===== src/i2c_regport_defines.svh =====
`ifndef I2C_REGPORT_DEFINES_SVH
`define I2C_REGPORT_DEFINES_SVH

// Target address after power-up
`define TGT_ADDR_DEFAULT   7'h32
// Scratch test registers
`define SCRATCH_FIRST      8'h88
`define SCRATCH_LAST       8'h8b
// Register space split: below this address is nonvolatile, at or above is RAM
`define RAM_BASE           8'h60
// Bus rates in kHz and system clock in kHz
`define STD_RATE_KHZ       100
`define FAST_RATE_KHZ      400
`define SYS_CLK_KHZ        25000
// System cycles per fast-mode bit, rounded down
`define FAST_BIT_CYCLES    (`SYS_CLK_KHZ / `FAST_RATE_KHZ)
// Bits in a byte
`define BYTE_BITS          4'h8

`endif


===== src/i2c_regport_pkg.sv =====
`default_nettype none
package i2c_regport_pkg;
	typedef enum logic [2:0] {
		ST_IDLE  = 3'b000,
		ST_ADDR  = 3'b001,
		ST_ACK   = 3'b010,
		ST_WRX   = 3'b011,
		ST_RDX   = 3'b100,
		ST_RACK  = 3'b101,
		ST_SKIP  = 3'b110
	} link_state_t;

	typedef enum logic [0:0] {
		PH_POINTER = 1'b0,
		PH_DATA    = 1'b1
	} write_phase_t;
endpackage : i2c_regport_pkg
`default_nettype wire


===== src/regport_mem.sv =====
`include "i2c_regport_defines.svh"
`default_nettype none
module regport_mem #(
	parameter int AW = 8,
	parameter int DW = 8
) (
	// Clock and reset
	input  wire logic          clk_sys_i,
	input  wire logic          rst_i,
	// Write port
	input  wire logic          wr_en_i,
	input  wire logic [AW-1:0] wr_addr_i,
	input  wire logic [DW-1:0] wr_data_i,
	// Registered read port
	input  wire logic [AW-1:0] rd_addr_i,
	output logic      [DW-1:0] rd_data_o
);
	logic [DW-1:0] mem_r [0:(1<<AW)-1];

	always_ff @(posedge clk_sys_i) begin
		if (wr_en_i) begin
			mem_r[wr_addr_i] <= wr_data_i;
		end
	end

	always_ff @(posedge clk_sys_i or posedge rst_i) begin
		if (rst_i) begin
			rd_data_o <= '0;
		end else begin
			rd_data_o <= mem_r[rd_addr_i];
		end
	end
endmodule : regport_mem
`default_nettype wire


===== src/i2c_register_access_port.sv =====
// Function
// - Acts as I2C target, Standard mode to 100 kHz and Fast mode to 400 kHz.
// - Answers 7-bit target address 0x32 after reset.
// - An internal pointer selects the register; host loads it in a write first.
// - Pointer advances by one after every register read or written.
// - Pointer wraps from 0xFF to 0x00 and keeps counting.
// - Registers 0x88 to 0x8B store any written byte and read it back.
// - Reads reach nonvolatile and RAM space; writes reach RAM space only.
// - Nonvolatile space holds calibration, tracking ID, resistances, slope, intercept.
`include "i2c_regport_defines.svh"
`default_nettype none
module i2c_register_access_port #(
	parameter logic [6:0] TGT_ADDR = `TGT_ADDR_DEFAULT
) (
	// Clock and reset
	input  wire logic       clk_sys_i,
	input  wire logic       rst_i,
	// Bus clock, input only
	input  wire logic       scl_i,
	// Bus data, open drain
	input  wire logic       sda_i,
	output logic            sda_o,
	output logic            sda_oe_o,
	// Factory data load port into nonvolatile space
	input  wire logic       nvm_load_i,
	input  wire logic [7:0] nvm_addr_i,
	input  wire logic [7:0] nvm_data_i,
	// Status
	output logic [7:0]      pointer_o,
	output logic            busy_o
);
	// Three-stage synchronisers
	logic [2:0] scl_sync_r;
	logic [2:0] sda_sync_r;
	logic       scl_r;
	logic       sda_r;

	always_ff @(posedge clk_sys_i or posedge rst_i) begin
		if (rst_i) begin
			scl_sync_r <= 3'h7;
			sda_sync_r <= 3'h7;
		end else begin
			scl_sync_r <= {scl_sync_r[1:0], scl_i};
			sda_sync_r <= {sda_sync_r[1:0], sda_i};
		end
	end

	// Filtered levels change only when stages two and three agree
	always_ff @(posedge clk_sys_i or posedge rst_i) begin
		if (rst_i) begin
			scl_r <= 1'b1;
			sda_r <= 1'b1;
		end else begin
			if (scl_sync_r[1] == scl_sync_r[2]) begin
				scl_r <= scl_sync_r[2];
			end
			if (sda_sync_r[1] == sda_sync_r[2]) begin
				sda_r <= sda_sync_r[2];
			end
		end
	end

	logic scl_d_r;
	logic sda_d_r;

	always_ff @(posedge clk_sys_i or posedge rst_i) begin
		if (rst_i) begin
			scl_d_r <= 1'b1;
			sda_d_r <= 1'b1;
		end else begin
			scl_d_r <= scl_r;
			sda_d_r <= sda_r;
		end
	end

	// Edge and condition detection, sampled at system rate
	wire logic scl_rise = scl_r & ~scl_d_r;
	wire logic scl_fall = ~scl_r & scl_d_r;
	wire logic start_c  = scl_r & scl_d_r & sda_d_r & ~sda_r;
	wire logic stop_c   = scl_r & scl_d_r & ~sda_d_r & sda_r;

	function automatic logic in_ram(input logic [7:0] a);
		in_ram = (a >= `RAM_BASE);
	endfunction : in_ram

	i2c_regport_pkg::link_state_t  state_r;
	i2c_regport_pkg::write_phase_t phase_r;
	logic [7:0] shift_r;
	logic [3:0] bit_cnt_r;
	logic       rw_r;
	logic [7:0] ptr_r;
	logic [7:0] ptr_nxt;
	logic       wr_en;
	logic [7:0] rd_data;
	logic       host_ack_r;

	assign ptr_nxt = ptr_r + 8'h01;

	// Writes from the bus only land in RAM space; factory port fills the rest
	assign wr_en = (state_r == i2c_regport_pkg::ST_WRX) && scl_fall
		&& (bit_cnt_r == `BYTE_BITS) && (phase_r == i2c_regport_pkg::PH_DATA)
		&& in_ram(ptr_r);

	regport_mem #(
		.AW (8),
		.DW (8)
	) u_mem (
		.clk_sys_i (clk_sys_i),
		.rst_i     (rst_i),
		.wr_en_i   (wr_en | nvm_load_i),
		.wr_addr_i (nvm_load_i ? nvm_addr_i : ptr_r),
		.wr_data_i (nvm_load_i ? nvm_data_i : shift_r),
		.rd_addr_i (ptr_r),
		.rd_data_o (rd_data)
	);

	// Link state machine
	always_ff @(posedge clk_sys_i or posedge rst_i) begin
		if (rst_i) begin
			state_r    <= i2c_regport_pkg::ST_IDLE;
			phase_r    <= i2c_regport_pkg::PH_POINTER;
			shift_r    <= 8'h00;
			bit_cnt_r  <= 4'h0;
			rw_r       <= 1'b0;
			ptr_r      <= 8'h00;
			host_ack_r <= 1'b0;
		end else if (start_c) begin
			state_r   <= i2c_regport_pkg::ST_ADDR;
			bit_cnt_r <= 4'h0;
		end else if (stop_c) begin
			state_r <= i2c_regport_pkg::ST_IDLE;
		end else begin
			unique case (state_r)
				i2c_regport_pkg::ST_IDLE, i2c_regport_pkg::ST_SKIP: begin
				end
				i2c_regport_pkg::ST_ADDR: begin
					if (scl_rise) begin
						shift_r   <= {shift_r[6:0], sda_r};
						bit_cnt_r <= bit_cnt_r + 4'h1;
					end else if (scl_fall && bit_cnt_r == `BYTE_BITS) begin
						if (shift_r[7:1] == TGT_ADDR) begin
							rw_r    <= shift_r[0];
							phase_r <= i2c_regport_pkg::PH_POINTER;
							state_r <= i2c_regport_pkg::ST_ACK;
						end else begin
							state_r <= i2c_regport_pkg::ST_SKIP;
						end
					end
				end
				i2c_regport_pkg::ST_ACK: begin
					if (scl_fall) begin
						bit_cnt_r <= 4'h0;
						if (rw_r) begin
							shift_r <= rd_data;
							state_r <= i2c_regport_pkg::ST_RDX;
						end else begin
							state_r <= i2c_regport_pkg::ST_WRX;
						end
					end
				end
				i2c_regport_pkg::ST_WRX: begin
					if (scl_rise) begin
						shift_r   <= {shift_r[6:0], sda_r};
						bit_cnt_r <= bit_cnt_r + 4'h1;
					end else if (scl_fall && bit_cnt_r == `BYTE_BITS) begin
						if (phase_r == i2c_regport_pkg::PH_POINTER) begin
							ptr_r   <= shift_r;
							phase_r <= i2c_regport_pkg::PH_DATA;
						end else begin
							ptr_r <= ptr_nxt;
						end
						state_r <= i2c_regport_pkg::ST_ACK;
					end
				end
				i2c_regport_pkg::ST_RDX: begin
					if (scl_fall) begin
						if (bit_cnt_r == 4'h7) begin
							ptr_r   <= ptr_nxt;
							state_r <= i2c_regport_pkg::ST_RACK;
						end else begin
							shift_r   <= {shift_r[6:0], 1'b0};
							bit_cnt_r <= bit_cnt_r + 4'h1;
						end
					end
				end
				i2c_regport_pkg::ST_RACK: begin
					if (scl_rise) begin
						host_ack_r <= ~sda_r;
					end else if (scl_fall) begin
						bit_cnt_r <= 4'h0;
						if (host_ack_r) begin
							shift_r <= rd_data;
							state_r <= i2c_regport_pkg::ST_RDX;
						end else begin
							state_r <= i2c_regport_pkg::ST_SKIP;
						end
					end
				end
				default: begin
					state_r <= i2c_regport_pkg::ST_IDLE;
				end
			endcase
		end
	end

	// Data pin driver: low for ack, shift MSB while reading
	always_ff @(posedge clk_sys_i or posedge rst_i) begin
		if (rst_i) begin
			sda_o    <= 1'b0;
			sda_oe_o <= 1'b0;
		end else begin
			sda_o <= 1'b0;
			if (state_r == i2c_regport_pkg::ST_ACK) begin
				sda_oe_o <= 1'b1;
			end else if (state_r == i2c_regport_pkg::ST_RDX) begin
				sda_oe_o <= ~shift_r[7];
			end else begin
				sda_oe_o <= 1'b0;
			end
		end
	end

	always_ff @(posedge clk_sys_i or posedge rst_i) begin
		if (rst_i) begin
			pointer_o <= 8'h00;
			busy_o    <= 1'b0;
		end else begin
			pointer_o <= ptr_r;
			busy_o    <= (state_r != i2c_regport_pkg::ST_IDLE);
		end
	end
endmodule : i2c_register_access_port
`default_nettype wire


===== config.mk =====
export PLATFORM = sky130hd
export DESIGN_NAME = i2c_register_access_port
export DESIGN_NICKNAME = d
export VERILOG_FILES = /design/src/i2c_regport_pkg.sv /design/src/regport_mem.sv /design/src/i2c_register_access_port.sv
export VERILOG_INCLUDE_DIRS = /design/src /design/src/src
export SDC_FILE = /design/constraint.sdc
export NUM_CORES = 2
export LEC_CHECK = 0
export ABC_CLOCK_PERIOD_IN_PS = 4620
export BUFFER_PORTS_ARGS = -buffer_cell sky130_fd_sc_hd__buf_2
export CAP_MARGIN = 20
export CORE_MARGIN = 4
export CORE_UTILIZATION = 33
export DETAILED_ROUTE_END_ITERATION = 7
export HOLD_SLACK_MARGIN = 0.03
export SLEW_MARGIN = 25
export SYNTH_ARGS = -nofsm -noshare
export SYNTH_HDL_FRONTEND = slang
export SYNTH_SLANG_ARGS = --single-unit
export TNS_END_PERCENT = 100

===== constraint.sdc =====
create_clock -name clk_sys_i -period 4.62 [get_ports clk_sys_i]
set_input_delay 0.693 -clock clk_sys_i [delete_from_list [all_inputs] [get_ports clk_sys_i]]
set_output_delay 0.693 -clock clk_sys_i [all_outputs]
set_load 0.02 [all_outputs]

==> After elaboration in Yosys (flattened, before gate mapping) <==
Memory sizes are Yosys's and may differ from the RTL's. A register that Yosys moved wholly into a read port is not among the register bits.
Index checks and enable logic that the tools add are counted.
{ "op_classes": {"n_bitwise": 16, "magnitude_cmp": 1, "n_mux": 50, "reduce_logical": 20, "n_addsub": 2, "eq_ne": 40} }
{ "ops": {"columns": ["cell", "n"], "rows": [
  ["8-bit two-way mux", 15],
  ["3-bit two-way mux", 13],
  ["4-bit inequality test (second input constant)", 8],
  ["8-bit one-hot mux with 4 select lines", 1],
  ["4-bit two-way mux", 7],
  ["2-bit inequality test (second input constant)", 13],
  ["3-bit one-hot mux with 6 select lines", 1],
  ["4-bit one-hot mux with 4 select lines", 1],
  ["8-bit one-hot mux with 2 select lines", 1],
  ["3-bit inequality test (second input constant)", 4],
  ["6-bit AND reduction", 2],
  ["11-bit AND reduction", 1],
  ["10-bit AND reduction", 1],
  ["3-bit == test (second input constant)", 3],
  ["1-bit two-way mux", 9],
  ["8-bit by 1-bit adder with 8-bit output (second input constant)", 1],
  ["8-bit by 7-bit greater-or-equal comparator with 1-bit output (second input constant)", 1],
  ["1-bit inverter", 8],
  ["8-bit AND reduction", 1],
  ["1-bit AND", 7],
  ["7-bit by 6-bit == test with 1-bit output (second input constant)", 1],
  ["7-bit AND reduction", 1],
  ["3-bit by 2-bit == test with 1-bit output (second input constant)", 2],
  ["1-bit logical AND", 5],
  ["18 further kinds", 22]
]} }
{ "word_totals": {"in_bits": 21, "n_memories": 1, "output_inout_bits": 11, "word_cells": 146, "ram_bits": 2048, "ff_bits": 46} }
{ "mem_list": {"columns": ["memory", "depth", "word_bits", "rd", "rd_clocked_by_memory_dff", "wr", "line", "text"], "rows": [
  ["u_mem.mem_r", 256, 8, 1, 1, 1, "regport_mem.sv:18", "logic [DW-1:0] mem_r [0:(1<<AW)-1];"]
]} }

==> Depth between registers and ports, before layout <==
{ "logic_depth": {"word_depth": 9, "ltp_mapped": 12, "ltp_nobuf": 8} }

==> Cells and area by module <==
A second synthesis with hierarchy kept.
{ "unflattened": {"cells_unflattened": 3996, "area_unflattened_um2": 82369.0} }
{ "by_module_without_submodules": {"columns": ["module", "instances", "cells_each", "seq_area_each_um2", "area_each_um2"], "rows": [
  ["regport_mem", 1, 3762, 61699.2, 79882.9],
  ["i2c_register_access_port", 1, 234, 1163.6, 2486.1]
]} }

==> Worst setup path after synthesis <==
OpenSTA, ideal clock, no wires.
{ "synth_path": {"path_kind": "in2reg", "start": "input port nvm_load_i", "end": "memory u_mem.mem_r[0][0] (data pin)", "n_path_buf": 2, "t_arrival_ns": 3.154, "required_ns": 4.063, "setup_ns": 0.557, "stages": 3, "setup_slack_ns": 0.909, "cell_sequence": "buf_2 > clkbuf_1 > mux2_2"} }
{ "synth_via": {"elab_chain_len": 1} }
{ "synth_rtl": {"columns": ["element", "line", "text"], "rows": [
  ["start: declaration", "i2c_register_access_port.sv:25", "input wire logic nvm_load_i,"],
  ["8-bit two-way mux", "i2c_register_access_port.sv:112", ".wr_data_i (nvm_load_i ? nvm_data_i : shift_r),"],
  ["named net u_mem.wr_data_i[0]", "regport_mem.sv:13", "input wire logic [DW-1:0] wr_data_i,"],
  ["end: declaration", "regport_mem.sv:18", null]
]} }
The timed path passes the listed nets, and every way through them passes these cells.

==> results.toml <==
[floorplanning]
die_h_um = 510
ioPinCount = 32
rows = 183
core_area_um2 = 250000
die-area_um2 = 260000
die_w_um = 510
initial_core_util_pct = 33.3

[clocking]
cts_root_buffer = "clkbuf_16"
clkTransAtPathRegs_ns = 0.07
cts_buffers = 205
cts_tree = "built"
clock-sinks = 2102
htreeDepth = 4
cts_max_path_buffers = 3
worstSkewPairLatency_ns = 0.85
ctsResizeCount = 0

[synth]
synth_xor_xnor_area_share_pct = 0.0105
synthCells = 4067
synth_area_leaders = "edfxtp_1 (74%), mux4_2 (10%), mux2i_1 (2.6%)"
synth_warnings = 0
seq_area_frac_synth_pct = 75.7
ys_ff_latch = 2102
ys.flop_type = "edfxtp_1"
syn_area_per_cell_um2 = 20.4
synth_edf_count = 2048
synth_adder_area_share_pct = 0.0844
synth_top_family_by_area = "multiplexers"
syn_area_um2 = 83000
synth_cell_types = 83
synth_compound_area_share_pct = 4.04
synth_top_area_share_pct = 74.1
synthArstFlopShare_pct = 2.57
synth_mux_area_share_pct = 15.0
syn_nets = 4092
yosysTopAreaCell = "edfxtp_1"
synthSimpleGateAreaFrac_pct = 2.83

[power]
power.switching_mw = 9.34
internal_power_mw = 31.9
p_per_area_nw_per_um2 = 429
p_seq_share_pct = 54.5
ir_worst_vdd_v = 0.000399
p_leak_nw = 29.9
pwr-share-clk_pct = 39.4
swShare_pct = 22.6
p_comb_share_pct = 6.1

[worst_hold_path]
hp-class = "in -> async"

[worst_setup_path]
rr_endpoint = "u_mem.rd_data_o[7]"
ff2ff_path_depth = 7
critPathLaunchType = "register"
r2r_slack_ns = 0.21
r2r-start = "ptr_r[0]"
cp_max_fo = 44
end_kind = "register"
cp.required_ns = 5.32
crit_arrival_ns = 5.10
critPathKind = "reg -> reg"

[sta]
fmax_mhz = 227
slew_headroom_pct = 21.9
skew_ns = 0.0473
slew_violations = 0
finalSetupTns_ns = 0
worst_pin_slew_ns = 1.17
final.period_utilization_pct = 95.4
hold_violations = 0
report.final.setup_viol = 0
fin_crit_ns = 4.41
rsz0062_at_grt = "no"

[route]
first_pass_iters = 8
post-route-drc-count = 0
drt_iter0_drc = 6480
wl_mm = 238
via_per_inst = 5.50
vias = 44200
ant_nets = 0
avgRoutedWirePerCell_um = 29.7

[global_route]
groute.usage.overall_pct = 18.0
grt_pass1_wl_mm = 335
grt_max_degree = 148
antenna_found_initial = 11
gr-total-overflow = 0
grt_pass1_vias = 42700

[place]
dpl.hpwl_mm = 153
io_buffers = 30
routabilityCongestion = 0.912

[run]
cap_violations = 0

[layout]
layout-drive-gt1-share_pct = 26.2
fin_nets = 4552
post-route-util_pct = 38.5
syn_to_final_growth_pct = 15.7

[run_status]
outcome = "complete, no violations"
==> final cells by class <==
type / count / area [µm²]
clock inverters: 136 / 1150
multi-input cells: 1697 / 18400
well taps: 3330 / 4170
clock buffers: 243 / 5340
diodes: 9 / 22.5
inverters: 17 / 67.6
flip-flops and latches: 2102 / 62900
fillers: 22400 / 153000
repair buffers: 504 / 4080
==> power groups by stage <==
stage               Sequential [mW]  Clock [mW]  Combinational [mW]
floorplan                      23.0           0                1.18
global placement               22.9           0                2.40
detailed placement             22.9           0                2.52
CTS                            22.5        16.5                2.51
global route                   22.5        17.4                2.70
finish                         22.5        16.3                2.52
==> worst max-delay path, cell delays in order, from the launching register on <==
cell       delay, ns
dfrtp_4         1.00
buf_12          0.40
mux4_2          0.58
a22o_1          0.25
a221oi_1        0.91
o2bb2ai_1       0.23
nor3_1          0.59
o32ai_1         0.21
==> synthesized netlist by cell type (36+ instances only) <==
cell type	count
a21oi_1	94
a221oi_1	44
a22oi_1	80
buf_2	57
clkbuf_1	92
dfrtp_1	44
edfxtp_1	2048
mux2i_1	215
mux4_1	66
mux4_2	368
nand2_1	109
nand3_1	45
nor2_1	296
o21ai_0	66
o22ai_1	36
==> flip-flops by register name, indices dropped and copies added (netlist names), 3 cells and up <==
register	cells
scl_sync_r	3
state_r	3
shift_r	8
pointer_o	8
bit_cnt_r	4
sda_sync_r	3
u_mem.rd_data_o	8
ptr_r	8
u_mem.mem_r	2048
==> layout by cell type (no fill, tap or decap), types with 8 or more instances in the layout <==
cell | Yosys | final
clkinv_2 | 0 | 47
buf_12 | 7 | 28
clkinv_1 | 1 | 56
bufinv_16 | 0 | 16
o32ai_1 | 15 | 15
a31oi_1 | 19 | 19
a22o_1 | 18 | 18
dfrtp_1 | 44 | 37
a221oi_1 | 44 | 44
nor2b_1 | 12 | 8
a21oi_1 | 94 | 94
clkbuf_16 | 0 | 208
o211ai_1 | 9 | 9
buf_2 | 57 | 30
mux2_2 | 22 | 14
mux2_8 | 0 | 8
and2_1 | 13 | 12
o21ai_0 | 66 | 66
o221ai_1 | 18 | 18
mux2i_1 | 215 | 215
mux4_1 | 66 | 66
buf_4 | 14 | 443
nand2_1 | 109 | 109
a211oi_1 | 20 | 20
mux4_2 | 368 | 368
dfstp_2 | 10 | 10
a22oi_1 | 80 | 80
edfxtp_1 | 2048 | 2048
clkbuf_1 | 92 | 35
nand3_1 | 45 | 45
nor2_1 | 296 | 294
nand2b_1 | 17 | 17
diode_2 | 0 | 9
inv_1 | 12 | 10
o22ai_1 | 36 | 36
==> how the worst max path moves through the flow <==
stage | cells after the start | to | start | slack [ns]
2_1_floorplan | 3 | u_mem.mem_r[0][0] | nvm_load_i | 0.91
3_3_place_gp | 7 | u_mem.rd_data_o[7] | ptr_r[0] | 0.42
3_5_place_dp | 7 | u_mem.rd_data_o[7] | ptr_r[0] | 0.37
4_1_cts | 7 | u_mem.rd_data_o[7] | ptr_r[0] | 0.36
5_1_grt | 7 | u_mem.rd_data_o[7] | ptr_r[0] | 0.34
6_report | 7 | u_mem.rd_data_o[7] | ptr_r[0] | 0.21
==> timing repair <==
action	4_1_cts	5_1_grt
endpoints found under the hold margin	2	0
hold buffers	2	0
setup buffers	0	0
setup endpoints to repair	0	0
==> cells by family after synthesis <==
logic type	after synthesis
and+or+nand+nor	542
other	1
xor gates and xnor gates	1
adders and majority gates	6
muxes	671
DFF	2102
AOI/OAI and AO/OA	476
buffers and inverters	268
==> metrics by stage <==
| step | area (µm²) | hold slack [ns] | std cells | total power [mW] | setup slack, ns |
|---|---|---|---|---|---|
| final | 96100 | 0.0854 | 8038 | 41.3 | 0.214 |
| after global placement | 89500 | 0.350 | 7647 | 25.3 | 0.424 |
| after global routing | 96100 | 0.112 | 8029 | 42.6 | 0.343 |
| after CTS | 96000 | 0.0435 | 8028 | 41.5 | 0.362 |
| after detailed placement | 89500 | 0.347 | 7647 | 25.4 | 0.371 |
| after floorplan | 83000 | 0.345 | 4067 | 24.2 | 0.909 |
==> metal layers <==
layer	GRT usage, %	vias to the layer above	routed length (µm)
met5	0	-	8
met4	6.81	2	9720
met3	4.52	457	26200
met2	27.0	2576	107000
met1	25.4	23400	95300
li1	-	17800	-
Note: power is estimated with default switching activity, not from simulation.
